[src/pkg/usr_pkg.sv]
// Purpose: shared constants and types for the serial status/buffer register block
// Assumes: AHB-Lite register access, 32-bit words, one clock
// Notes: offsets are byte addresses of aligned words
package usr_pkg;
  localparam logic [7:0] usr_off_sta = 8'h00;
  localparam logic [7:0] usr_off_stah = 8'h04;
  localparam logic [7:0] usr_off_brg = 8'h08;
  localparam logic [7:0] usr_off_brgh = 8'h0c;
  localparam logic [7:0] usr_off_rxd = 8'h10;
  localparam logic [7:0] usr_off_txd = 8'h14;
  localparam logic [7:0] usr_off_p1 = 8'h18;
  localparam logic [7:0] usr_off_ctl = 8'h1c;
  localparam int usr_depth = 8;
  localparam int usr_ptr_w = 3;
  localparam int usr_cnt_w = 4;
  localparam logic [3:0] usr_cnt_full = 4'h8;
  // status low bit positions
  localparam int usr_b_parity_or_address_flag = 6;
  localparam int usr_b_abd = 5;
  localparam int usr_b_cer = 4;
  localparam int usr_b_fer = 3;
  localparam int usr_b_brk = 2;
  localparam int usr_b_oer = 1;
  localparam int usr_b_txc = 0;
  localparam int usr_b_perie = 14;
  localparam int usr_b_ferie = 11;
  // status high bit positions, and the transmit port last-byte bit
  localparam int usr_b_tx_write_error_flag = 7;
  localparam int usr_b_stop_detect_timing = 6;
  localparam int usr_b_txbe = 5;
  localparam int usr_b_rxbe = 1;
  localparam int usr_b_txsel = 12;
  localparam int usr_b_rxsel = 8;
  localparam int usr_b_last = 15;
  // control register bits
  localparam int usr_b_txen = 0;
  localparam int usr_b_rxen = 1;
  localparam int usr_b_mode = 4;
  localparam int usr_b_flo = 8;
  localparam int usr_b_p2z = 12;
  localparam logic [3:0] usr_mode_8n = 4'h0;
  localparam logic [3:0] usr_mode_odd = 4'h2;
  localparam logic [3:0] usr_mode_even = 4'h3;
  localparam logic [3:0] usr_mode_addr = 4'h4;
  localparam logic [3:0] usr_mode_lin_r = 4'hb;
  localparam logic [3:0] usr_mode_lin_c = 4'hc;
  localparam logic [3:0] usr_mode_sc = 4'hf;
  localparam logic [1:0] usr_flo_sw = 2'h1;
  localparam logic [7:0] usr_xon_char = 8'h11;
  localparam logic [7:0] usr_xoff_char = 8'h13;
  localparam logic [8:0] usr_addr_bit = 9'h100;
  localparam logic [31:0] usr_sta_wmask = 32'h0000ff37;
  localparam logic [31:0] usr_stah_wmask = 32'h00007740;
  localparam logic [1:0] usr_htrans_nonseq = 2'h2;
  localparam logic [1:0] usr_htrans_seq = 2'h3;

  // received character with its framing bit
  typedef struct packed {
    logic frame_err;
    logic [7:0] ch;
  } usr_rx_word_t;

  // events from the line-side receiver and transmitter
  typedef struct packed {
    logic rx_valid;
    usr_rx_word_t rx_word;
    logic parity_err;
    logic addr_rcvd;
    logic autobaud_roll;
    logic chk_err;
    logic brk;
    logic tx_echo_valid;
    logic [8:0] tx_sent;
    logic [8:0] rx_echo;
    logic rx_busy;
    logic rx_stop_mid;
    logic rx_stop_end;
  } usr_line_ev_t;
endpackage : usr_pkg

[src/rtl/usr_regs.sv]
// Purpose: status, buffer, baud divisor and parameter registers of a serial port
// Assumes: line-side shifter is outside; events arrive on core_clk as one-cycle pulses
// Notes: AHB-Lite slave, zero wait states, always OKAY
//
// Contract
// - status bit 6 flags parity error, or address received in address mode
// - autobaud rollover sets a sticky flag that software clears
// - checksum mismatch sets a sticky flag until software clears it
// - framing flag is stored per character and shows head of receive buffer
// - break on receive line sets a sticky flag software clears
// - character arriving at full receive buffer sets sticky overflow flag
// - transmitted word differing from read-back sets sticky collision flag
// - transmit interrupt when free slots reach eight minus select code
// - receive interrupt when buffered words reach select code plus one
// - receive watermark suppressed while enabled parity or framing error stands
// - write error flag on full buffer, zero param two, or full param one
// - writes to transmit port while buffer full are discarded
// - stop detect mode picks end-of-stop or mid-stop receive interrupt timing
// - writing one to empty bit while disabled resets that buffer's pointers
// - read-only empty and full bits; after reset empty and not full
// - receive idle bit reads one while line idle
// - under software flow control XON sets and XOFF clears flow-on bit
// - baud divisor is 20 bits split over two registers
// - receive port gives 8-bit character; transmit bit 15 marks last byte
// - address-detect transmit sends param one with ninth bit forced one
// - param one holds 6-bit identifier or 9-bit guard time by mode
//
// Register access over AHB-Lite and the register offsets were chosen for this implementation.
`timescale 1ns/1ps
module usr_regs
  import usr_pkg::*;
(
  input wire logic core_clk,
  input wire logic rst,
  input wire logic hsel,
  input wire logic [7:0] haddr,
  input wire logic [1:0] htrans,
  input wire logic hwrite,
  input wire logic [2:0] hsize,
  input wire logic [31:0] hwdata,
  input wire logic hready,
  output logic [31:0] hrdata,
  output logic hreadyout,
  output logic hresp,
  input wire usr_line_ev_t line_ev,
  input wire logic tx_pop,
  output logic tx_valid,
  output logic [8:0] tx_word,
  output logic tx_last,
  output logic addr_valid,
  output logic [8:0] addr_word,
  input wire logic addr_pop,
  output logic [19:0] baud_divisor,
  output logic [8:0] mode_param_one,
  output logic tx_irq,
  output logic rx_interrupt
);
  logic wr_pend_ff;
  logic rd_pend_ff;
  logic [7:0] addr_ff;
  logic [31:0] hrdata_ff;
  logic [15:0] sta_ctl_ff;
  logic [6:0] sta_flags_ff;
  logic [2:0] tx_irq_threshold_sel, rx_irq_threshold_sel;
  logic [2:0] txsel_ff, rxsel_ff;
  logic tx_write_error_flag;
  logic tx_write_error_flag_ff, stop_detect_timing_ff, flow_on_ff, idle_ff;
  logic [19:0] brg_ff;
  logic [8:0] p1_ff;
  logic p1_full_ff;
  logic [15:0] ctl_ff;
  usr_rx_word_t rx_mem [usr_depth];
  logic [8:0] tx_mem [usr_depth];
  logic tx_last_mem [usr_depth];
  logic [usr_ptr_w-1:0] rx_wp_ff, rx_rp_ff, tx_wp_ff, tx_rp_ff;
  logic [usr_cnt_w-1:0] rx_cnt_ff, tx_cnt_ff;
  logic tx_enable_bit, rx_enable_bit;
  logic [3:0] mode;
  logic [1:0] flow_control_select;
  logic lin_par, addr_mode;
  logic wr_acc, rd_acc, bus_go;
  logic wr_sta, wr_stah, wr_brg, wr_brgh, wr_txd, wr_p1, wr_ctl;
  logic rx_pop, rx_push, tx_push;
  logic rx_buffer_empty, rx_buffer_full, tx_buffer_empty, tx_buffer_full;
  logic framing_error_flag;
  logic rx_flush, tx_flush;
  logic [3:0] tx_free;
  logic rx_evt;
  logic [15:0] stah_rd, sta_rd;
  logic [31:0] rd_mux;

  assign tx_enable_bit = ctl_ff[usr_b_txen];
  assign rx_enable_bit = ctl_ff[usr_b_rxen];
  assign mode = ctl_ff[usr_b_mode +: 4];
  assign flow_control_select = ctl_ff[usr_b_flo +: 2];
  assign lin_par = (mode == usr_mode_odd) || (mode == usr_mode_even) ||
                   (mode == usr_mode_lin_r) || (mode == usr_mode_lin_c);
  assign addr_mode = (mode == usr_mode_addr);
  assign tx_irq_threshold_sel = txsel_ff;
  assign rx_irq_threshold_sel = rxsel_ff;
  assign tx_write_error_flag = tx_write_error_flag_ff;

  // bus address phase, data phase one cycle later
  assign bus_go = hsel && hready && (htrans == usr_htrans_nonseq || htrans == usr_htrans_seq);
  assign hreadyout = 1'b1;
  assign hresp = 1'b0;
  assign hrdata = hrdata_ff;

  always_ff @(posedge core_clk) begin
    if (rst) begin
      wr_pend_ff <= 1'b0;
      rd_pend_ff <= 1'b0;
      addr_ff <= 8'h00;
    end else begin
      wr_pend_ff <= bus_go && hwrite;
      rd_pend_ff <= bus_go && !hwrite;
      addr_ff <= bus_go ? haddr : addr_ff;
    end
  end

  assign wr_acc = wr_pend_ff;
  assign rd_acc = bus_go && !hwrite;
  assign wr_sta = wr_acc && addr_ff == usr_off_sta;
  assign wr_stah = wr_acc && addr_ff == usr_off_stah;
  assign wr_brg = wr_acc && addr_ff == usr_off_brg;
  assign wr_brgh = wr_acc && addr_ff == usr_off_brgh;
  assign wr_txd = wr_acc && addr_ff == usr_off_txd;
  assign wr_p1 = wr_acc && addr_ff == usr_off_p1;
  assign wr_ctl = wr_acc && addr_ff == usr_off_ctl;

  // buffer state
  assign rx_buffer_empty = (rx_cnt_ff == '0);
  assign rx_buffer_full = (rx_cnt_ff == usr_cnt_full);
  assign tx_buffer_empty = (tx_cnt_ff == '0);
  assign tx_buffer_full = (tx_cnt_ff == usr_cnt_full);
  assign rx_pop = rd_acc && haddr == usr_off_rxd && !rx_buffer_empty;
  assign rx_push = line_ev.rx_valid && !rx_buffer_full;
  assign tx_push = wr_txd && !tx_buffer_full;
  assign rx_flush = wr_stah && hwdata[usr_b_rxbe] && !rx_enable_bit;
  assign tx_flush = wr_stah && hwdata[usr_b_txbe] && !tx_enable_bit;
  assign framing_error_flag = !rx_buffer_empty && rx_mem[rx_rp_ff].frame_err;

  always_ff @(posedge core_clk) begin
    if (rx_push) begin
      rx_mem[rx_wp_ff] <= line_ev.rx_word;
    end
  end

  always_ff @(posedge core_clk) begin
    if (rst || rx_flush) begin
      rx_wp_ff <= '0;
      rx_rp_ff <= '0;
      rx_cnt_ff <= '0;
    end else begin
      rx_wp_ff <= rx_push ? rx_wp_ff + 1'b1 : rx_wp_ff;
      rx_rp_ff <= rx_pop ? rx_rp_ff + 1'b1 : rx_rp_ff;
      rx_cnt_ff <= rx_cnt_ff + {3'h0, rx_push} - {3'h0, rx_pop};
    end
  end

  always_ff @(posedge core_clk) begin
    if (tx_push) begin
      tx_mem[tx_wp_ff] <= {1'b0, hwdata[7:0]};
      tx_last_mem[tx_wp_ff] <= hwdata[usr_b_last];
    end
  end

  always_ff @(posedge core_clk) begin
    if (rst || tx_flush) begin
      tx_wp_ff <= '0;
      tx_rp_ff <= '0;
      tx_cnt_ff <= '0;
    end else begin
      tx_wp_ff <= tx_push ? tx_wp_ff + 1'b1 : tx_wp_ff;
      tx_rp_ff <= (tx_pop && !tx_buffer_empty) ? tx_rp_ff + 1'b1 : tx_rp_ff;
      tx_cnt_ff <= tx_cnt_ff + {3'h0, tx_push} - {3'h0, tx_pop && !tx_buffer_empty};
    end
  end

  assign tx_valid = !tx_buffer_empty && tx_enable_bit;
  assign tx_word = tx_mem[tx_rp_ff];
  assign tx_last = tx_last_mem[tx_rp_ff];

  // sticky flags: hardware set wins over a zero write
  assign rx_evt = line_ev.rx_valid;
  always_ff @(posedge core_clk) begin
    if (rst) begin
      sta_flags_ff <= '0;
      sta_ctl_ff <= '0;
    end else begin
      if (wr_sta) begin
        sta_ctl_ff <= {hwdata[15:8], 8'h00};
      end
      sta_flags_ff[usr_b_parity_or_address_flag] <= (wr_sta ? (sta_flags_ff[usr_b_parity_or_address_flag] & hwdata[usr_b_parity_or_address_flag])
        : sta_flags_ff[usr_b_parity_or_address_flag]) | (lin_par && line_ev.parity_err) | (addr_mode && line_ev.addr_rcvd);
      sta_flags_ff[usr_b_abd] <= (wr_sta ? (sta_flags_ff[usr_b_abd] & hwdata[usr_b_abd])
        : sta_flags_ff[usr_b_abd]) | line_ev.autobaud_roll;
      sta_flags_ff[usr_b_cer] <= (wr_sta ? (sta_flags_ff[usr_b_cer] & hwdata[usr_b_cer])
        : sta_flags_ff[usr_b_cer]) | line_ev.chk_err;
      sta_flags_ff[usr_b_fer] <= 1'b0;
      sta_flags_ff[usr_b_brk] <= (wr_sta ? (sta_flags_ff[usr_b_brk] & hwdata[usr_b_brk])
        : sta_flags_ff[usr_b_brk]) | line_ev.brk;
      sta_flags_ff[usr_b_oer] <= (wr_sta ? (sta_flags_ff[usr_b_oer] & hwdata[usr_b_oer])
        : sta_flags_ff[usr_b_oer]) | (rx_evt && !rx_push);
      sta_flags_ff[usr_b_txc] <= (wr_sta ? (sta_flags_ff[usr_b_txc] & hwdata[usr_b_txc])
        : sta_flags_ff[usr_b_txc]) |
        (line_ev.tx_echo_valid && line_ev.tx_sent != line_ev.rx_echo);
    end
  end

  // status high: selects, write error, idle and flow state
  always_ff @(posedge core_clk) begin
    if (rst) begin
      txsel_ff <= '0;
      rxsel_ff <= '0;
      stop_detect_timing_ff <= 1'b0;
      tx_write_error_flag_ff <= 1'b0;
    end else begin
      if (wr_stah) begin
        txsel_ff <= hwdata[usr_b_txsel +: 3];
        rxsel_ff <= hwdata[usr_b_rxsel +: 3];
        stop_detect_timing_ff <= hwdata[usr_b_stop_detect_timing];
      end
      tx_write_error_flag_ff <= (wr_stah ? (tx_write_error_flag_ff & hwdata[usr_b_tx_write_error_flag]) : tx_write_error_flag_ff) |
        (wr_txd && (tx_buffer_full || (lin_par && ctl_ff[usr_b_p2z]))) |
        (wr_p1 && addr_mode && p1_full_ff);
    end
  end

  always_ff @(posedge core_clk) begin
    if (rst) begin
      idle_ff <= 1'b1;
      flow_on_ff <= 1'b0;
    end else begin
      idle_ff <= !line_ev.rx_busy;
      if (flow_control_select == usr_flo_sw && rx_push) begin
        if (line_ev.rx_word.ch == usr_xon_char) begin
          flow_on_ff <= 1'b1;
        end else if (line_ev.rx_word.ch == usr_xoff_char) begin
          flow_on_ff <= 1'b0;
        end
      end
    end
  end

  // baud divisor, param one, control
  always_ff @(posedge core_clk) begin
    if (rst) begin
      brg_ff <= '0;
      p1_ff <= '0;
      p1_full_ff <= 1'b0;
      ctl_ff <= '0;
    end else begin
      if (wr_brg) begin
        brg_ff[15:0] <= hwdata[15:0];
      end
      if (wr_brgh) begin
        brg_ff[19:16] <= hwdata[3:0];
      end
      if (wr_ctl) begin
        ctl_ff <= hwdata[15:0];
      end
      if (wr_p1 && !(addr_mode && p1_full_ff)) begin
        p1_ff <= hwdata[8:0];
        p1_full_ff <= addr_mode;
      end else if (addr_pop) begin
        p1_full_ff <= 1'b0;
      end
    end
  end

  assign baud_divisor = brg_ff;
  assign mode_param_one = (mode == usr_mode_lin_c) ? {3'h0, p1_ff[5:0]} : p1_ff;
  assign addr_valid = addr_mode && p1_full_ff && tx_enable_bit;
  assign addr_word = {1'b0, p1_ff[7:0]} | usr_addr_bit;

  // watermark interrupts
  assign tx_free = usr_cnt_full - tx_cnt_ff;
  assign tx_irq = tx_free >= (usr_cnt_full - {1'b0, tx_irq_threshold_sel});
  logic rx_mark;
  logic rx_stop_ok;
  assign rx_stop_ok = stop_detect_timing_ff ? line_ev.rx_stop_end : line_ev.rx_stop_mid;
  assign rx_mark = (rx_cnt_ff >= ({1'b0, rx_irq_threshold_sel} + 4'h1)) && !line_ev.rx_busy
    || (rx_cnt_ff >= ({1'b0, rx_irq_threshold_sel} + 4'h1)) && rx_stop_ok;
  assign rx_interrupt = rx_mark &&
    !(sta_flags_ff[usr_b_parity_or_address_flag] && sta_ctl_ff[usr_b_perie]) &&
    !(framing_error_flag && sta_ctl_ff[usr_b_ferie]);

  // read data
  assign sta_rd = {sta_ctl_ff[15:8], 1'b0, sta_flags_ff[6:4], framing_error_flag,
                   sta_flags_ff[2:0]};
  assign stah_rd = {1'b0, txsel_ff, 1'b0, rxsel_ff, tx_write_error_flag, stop_detect_timing_ff, tx_buffer_empty,
                    tx_buffer_full, idle_ff, flow_on_ff, rx_buffer_empty, rx_buffer_full};
  always_comb begin
    rd_mux = 32'h00000000;
    case (haddr)
      usr_off_sta: rd_mux = {16'h0000, sta_rd};
      usr_off_stah: rd_mux = {16'h0000, stah_rd};
      usr_off_brg: rd_mux = {16'h0000, brg_ff[15:0]};
      usr_off_brgh: rd_mux = {28'h0000000, brg_ff[19:16]};
      usr_off_rxd: rd_mux = {24'h000000, rx_mem[rx_rp_ff].ch};
      usr_off_p1: rd_mux = {23'h000000, p1_ff};
      usr_off_ctl: rd_mux = {16'h0000, ctl_ff};
      default: rd_mux = 32'h00000000;
    endcase
  end

  always_ff @(posedge core_clk) begin
    if (rst) begin
      hrdata_ff <= '0;
    end else if (rd_acc) begin
      hrdata_ff <= rd_mux;
    end
  end
endmodule : usr_regs

[config.mk]
export PLATFORM = sky130hd
export DESIGN_NAME = usr_regs
export DESIGN_NICKNAME = d
export VERILOG_FILES = /design/src/pkg/usr_pkg.sv /design/src/rtl/usr_regs.sv
export SDC_FILE = /design/constraint.sdc
export NUM_CORES = 1
export LEC_CHECK = 0
export BUFFER_PORTS_ARGS = -buffer_cell sky130_fd_sc_hd__buf_4
export CORE_MARGIN = 2
export CORE_UTILIZATION = 45
export CTS_CLUSTER_SIZE = 10
export DETAILED_ROUTE_END_ITERATION = 10
export PLACE_DENSITY_LB_ADDON = 0.3
export SYNTH_ARGS = -nofsm -noshare
export SYNTH_HDL_FRONTEND = slang
export SYNTH_SLANG_ARGS = --single-unit
[constraint.sdc]
create_clock -name core_clk -period 2.96 [get_ports core_clk]
set_input_delay 0.148 -clock core_clk [delete_from_list [all_inputs] [get_ports core_clk]]
set_output_delay 0.148 -clock core_clk [all_outputs]
set_load 0.01 [all_outputs]
==> flow_results.org <==
** Clocking
- H-tree levels :: 1
- Number of buffers on the longest clock path :: 3
- Library cell used as clock root buffer :: sky130_fd_sc_hd__clkbuf_16
- TritonCTS built the clock tree.
- Counting the buffers created by CTS gives 31.
- Number of sinks handled by clock tree synthesis :: 265
- Post-CTS Setup Repair Bufs :: 0
- Clock transition at path regs :: roughly 0.050 ns
- Clock latency on the worst-skew pair, taken at its later pin, is approximately 0.54 ns.

** Place
- The placed instances occupy a cell area of between 0.01 and 0.015 sq mm.
- Detailed placement ended at an HPWL of between 15,000 and 20,000 microns.
- Buffers placed on the I/O ports in this run total ~130.
- At the end of routability-driven placement, the weighted congestion stood at 0.825.
- Number of placed instances with taps included :: about 1,400

** GRT
- Vias in the first global route :: approximately 7,500
- The initial antenna violation count is 0.
- Sum of overflow across all layers after global routing :: 0
- Entering global routing, the biggest net connects 34 pins.
- GRT Util Overall :: 20.3%
- The first global-routing pass estimated between 40,000 and 50,000 microns of wire.

** Power
- Overall power consumption :: around 9.0 mW
- Worst vdd ir :: between 0.4 and 0.5 mV
- Power density cells :: between 600 and 700 mW/mm^2
- Static power due to leakage :: around 5.3 nW

** Synthesis
- Post-synthesis async set-or-reset flop share :: 0%
- Among all flip-flop cells after synthesis, the most frequent one is sky130_fd_sc_hd__edfxtp_1.
- Flop and latch count out of synthesis :: around 270
- Register area share after synthesis :: about three fifths
- Avg Synthesized Cell Area :: between 10 and 15 sq um
- The mapped netlist covers roughly 0.012 sq mm.
- Counting flops with a built-in enable in the synthesized netlist gives ~140.
- Counting distinct cell types in the post-synthesis netlist gives 63.
- Synthesis produced just over 900 cells.
- Total number of yosys warnings :: 0

** Run
- Max-cap violations in this run came to 0.

** Timing
- In the finished design, the share of the clock period the worst path needs comes to about 90%.
- The clock arrives with 0.0172 ns of skew.
- The total count of max-transition violations in the final report is 0.
- RSZ-0062 raised after global routing :: no
- Setup violations remaining at the end of the flow were counted as 0.
- Timing would allow up to around 380 MHz.
- The final number of hold-violating endpoints is 0.
- At the pin with the least slew margin, the transition time is 1.24 ns.
- Normalized max-slew margin :: 17.1%
- Adding up every negative setup slack in the final design gives 0 ns.
- Final critical-path required period :: approximately 2.6 ns

** Layout
- Registers take 0.00675 sq mm.
- Leaving out filler cells and counting taps, the final layout contains between 1,000 and 1,500.
- Once layout is done, the placed cells without fillers occupy 0.0142 sq mm.
- Net count of the finished layout :: between 1,000 and 1,500
- Total area of multi-input combinational cells :: ~0.0044 sq mm
- 0 antenna diodes ended up in the layout.
- Area delta synth->final :: 22.5%
- Layout cell share with drive strength beyond 1 :: ~24%
- Fill cells in the final layout number 2,162.
- Final core area utilization :: 56.2%

** Min path
- Hold Path Class :: primary input to flop

** Detailed routing
- Overall routed net length :: between 20,000 and 30,000 microns
- The first routing iteration left ~600 violations.
- Pre-Repair DR Iteration Count :: 6
- Via density per instance :: ~5.3
- The routed layout has between 7,000 and 8,000 vias.
- The detail route stage leaves a number of antenna-violating nets equal to 0.
- After detailed routing, the number of remaining DRC violations is 0.
- In the final routed layout, each cell accounts on average for 18.8 microns.

** Floorplan
- Pin placement for this block handled ~180 I/O pins.
- In this run the standard cell core region covers between 0.02 and 0.03 sq mm.
- Core Rows :: a little under 60
- DIE AREA :: about 0.027 sq mm
- Effective utilization at floorplan :: a little under half
- The die is ~160 microns tall.
- Die Span X :: around 160 microns

** Setup path
- CP max FO :: 16
- The worst setup path is captured at a flop.
- STA classifies the critical path startpoint as a flop.
- Required arrival time at the worst endpoint :: approximately 3.4 ns
- The setup path with the least slack is of type flop to flop.
- Worst EP arrival :: about 3.1 ns

** Outcome
- Outcome :: finished, final reports clean
cell usage in the layout, fill, tap and decap left out, types with 10 or more instances in the layout:
| cell type | count |
|---|---|
| sky130_fd_sc_hd__edfxtp_1 | 144 |
| sky130_fd_sc_hd__mux2i_1 | 70 |
| sky130_fd_sc_hd__nor2_1 | 100 |
| sky130_fd_sc_hd__dlygate4sd3_1 | 41 |
| sky130_fd_sc_hd__inv_1 | 29 |
| sky130_fd_sc_hd__clkbuf_16 | 31 |
| sky130_fd_sc_hd__nor2b_1 | 11 |
| sky130_fd_sc_hd__conb_1 | 20 |
| sky130_fd_sc_hd__mux2_2 | 25 |
| sky130_fd_sc_hd__ha_1 | 27 |
| sky130_fd_sc_hd__nor3b_1 | 10 |
| sky130_fd_sc_hd__a22oi_1 | 12 |
| sky130_fd_sc_hd__nand2b_1 | 11 |
| sky130_fd_sc_hd__nand3_1 | 17 |
| sky130_fd_sc_hd__mux4_2 | 35 |
| sky130_fd_sc_hd__o21ai_0 | 27 |
| sky130_fd_sc_hd__buf_4 | 165 |
| sky130_fd_sc_hd__clkbuf_1 | 18 |
| sky130_fd_sc_hd__nand2_1 | 60 |
| sky130_fd_sc_hd__nor3_1 | 11 |
| sky130_fd_sc_hd__dfxtp_1 | 121 |
| sky130_fd_sc_hd__a21oi_1 | 39 |
| sky130_fd_sc_hd__xnor2_1 | 19 |
state kept, by name, summed over array words and instances (netlist names), 4 cells and up, named ones only:
register and flops:
ctl_ff 16, tx_cnt_ff 4, sta_ctl_ff 8, hrdata 16
p1_ff 9, tx_mem 64, addr_ff 8, rx_cnt_ff 4
tx_last_mem 8, sta_flags_ff 6, baud_divisor 20, rx_mem 72
report_power, final:
part | total (mW) | internal (mW) | switching (mW)
clock | 3.32 | 1.97 | 1.35
sequential | 4.08 | 4.01 | 0.0720
combinational | 1.55 | 0.767 | 0.778
Yosys cell counts, types with 2 or more instances:
| cell type | instances | share of area (%) |
|---|---|---|
| sky130_fd_sc_hd__edfxtp_1 | 144 | 37 |
| sky130_fd_sc_hd__dfxtp_1 | 121 | 21 |
| sky130_fd_sc_hd__nor2_1 | 100 | 3.2 |
| sky130_fd_sc_hd__mux2i_1 | 70 | 6.0 |
| sky130_fd_sc_hd__nand2_1 | 60 | 1.9 |
| sky130_fd_sc_hd__a21oi_1 | 39 | 1.7 |
| sky130_fd_sc_hd__buf_4 | 35 | 2.3 |
| sky130_fd_sc_hd__mux4_2 | 35 | 6.8 |
| sky130_fd_sc_hd__inv_1 | 29 | 0.94 |
| sky130_fd_sc_hd__ha_1 | 27 | 2.9 |
| sky130_fd_sc_hd__o21ai_0 | 27 | 1.2 |
| sky130_fd_sc_hd__mux2_2 | 25 | 2.4 |
| sky130_fd_sc_hd__clkbuf_1 | 21 | 0.68 |
| sky130_fd_sc_hd__xnor2_1 | 19 | 1.4 |
| sky130_fd_sc_hd__nand3_1 | 17 | 0.73 |
| sky130_fd_sc_hd__buf_2 | 13 | 0.56 |
| sky130_fd_sc_hd__a22oi_1 | 12 | 0.78 |
| sky130_fd_sc_hd__nand2b_1 | 11 | 0.59 |
| sky130_fd_sc_hd__nor2b_1 | 11 | 0.59 |
| sky130_fd_sc_hd__nor3_1 | 11 | 0.48 |
| sky130_fd_sc_hd__nor3b_1 | 11 | 0.71 |
| sky130_fd_sc_hd__xor2_1 | 7 | 0.53 |
| sky130_fd_sc_hd__a2bb2oi_1 | 6 | 0.45 |
| sky130_fd_sc_hd__buf_1 | 6 | 0.19 |
| sky130_fd_sc_hd__a21o_1 | 4 | 0.26 |
| sky130_fd_sc_hd__a2111oi_0 | 3 | 0.23 |
| sky130_fd_sc_hd__a31oi_1 | 3 | 0.16 |
| sky130_fd_sc_hd__and3_1 | 3 | 0.16 |
| sky130_fd_sc_hd__nand4_1 | 3 | 0.16 |
| sky130_fd_sc_hd__nor4_1 | 3 | 0.16 |
| sky130_fd_sc_hd__or3_1 | 3 | 0.16 |
| sky130_fd_sc_hd__a22o_1 | 2 | 0.15 |
| sky130_fd_sc_hd__a41o_1 | 2 | 0.17 |
| sky130_fd_sc_hd__and2_1 | 2 | 0.11 |
| sky130_fd_sc_hd__conb_1 | 2 | 0.065 |
| sky130_fd_sc_hd__fa_1 | 2 | 0.35 |
| sky130_fd_sc_hd__nand4b_1 | 2 | 0.15 |
| sky130_fd_sc_hd__nor3_2 | 2 | 0.17 |
| sky130_fd_sc_hd__o2bb2ai_1 | 2 | 0.15 |
cell families after synthesis:
logic type	share of synthesized area (%)
flip-flops	58.2
multiplexers	15.3
adder cells (fa/ha/maj)	3.26
AND/OR/NAND/NOR	10.5
buffers and inverters	4.64
XOR/XNOR	1.97
AO/OA/AOI/OAI	6.03
other	0.0648
path summary, 6_finish.rpt:
path	start	to	slack (ns)	cells after the start
max	addr_ff[5]$_SDFFE_PP0N_	baud_divisor[11]$_SDFFE_PP0P_	0.32	6
min	line_ev[25]	sta_flags_ff[6]$_SDFF_PP0_	0.02	5
max reg2reg	addr_ff[5]$_SDFFE_PP0N_	baud_divisor[11]$_SDFFE_PP0P_	0.32	6
min reg2reg	addr_ff[5]$_SDFFE_PP0N_	addr_ff[5]$_SDFFE_PP0N_	0.46	2
worst max-delay path: stages (launching register included):
cell,delay [ns]
sky130_fd_sc_hd__dfxtp_1,0.31
sky130_fd_sc_hd__nor3b_1,0.38
sky130_fd_sc_hd__nor3b_2,0.54
sky130_fd_sc_hd__nand3_4,0.43
sky130_fd_sc_hd__mux2i_1,0.26
sky130_fd_sc_hd__nor2_1,0.05
sky130_fd_sc_hd__dlygate4sd3_1,0.56
layer usage:
layer | GRT usage [%] | wire length (microns) | vias to the layer above
li1 | - | - | 3659
met4 | 5.93 | 735 | 0
met2 | 33.9 | 13300 | 237
met1 | 27.4 | 11400 | 3684
met5 | 0 | 0 | -
met3 | 3.24 | 1810 | 50
through the flow:
stage | worst slack [ns] | hold slack [ns]
2_1_floorplan | 0.553 | 0.222
3_3_place_gp | 0.432 | 0.357
3_5_place_dp | 0.400 | 0.352
4_1_cts | 0.0710 | 0.0147
5_1_grt | 0.153 | 0.0562
6_report | 0.323 | 0.0249
area by class of cell:
cell class                      instances  area share [%]
Clock inverter                          2          0.0794
Tap cell                              330            2.91
Inverter                               29           0.767
Sequential cell                       265            47.6
Timing Repair Buffer                  206            11.6
Multi-Input combinational cell        568            30.9
Clock buffer                           51            6.14
timing repair:
item                       CTS  global route
hold endpoints to repair   214             0
resized for setup            0             1
setup endpoints to repair    0             1
hold buffers                41             0
Power figures use the tool's default switching activity.
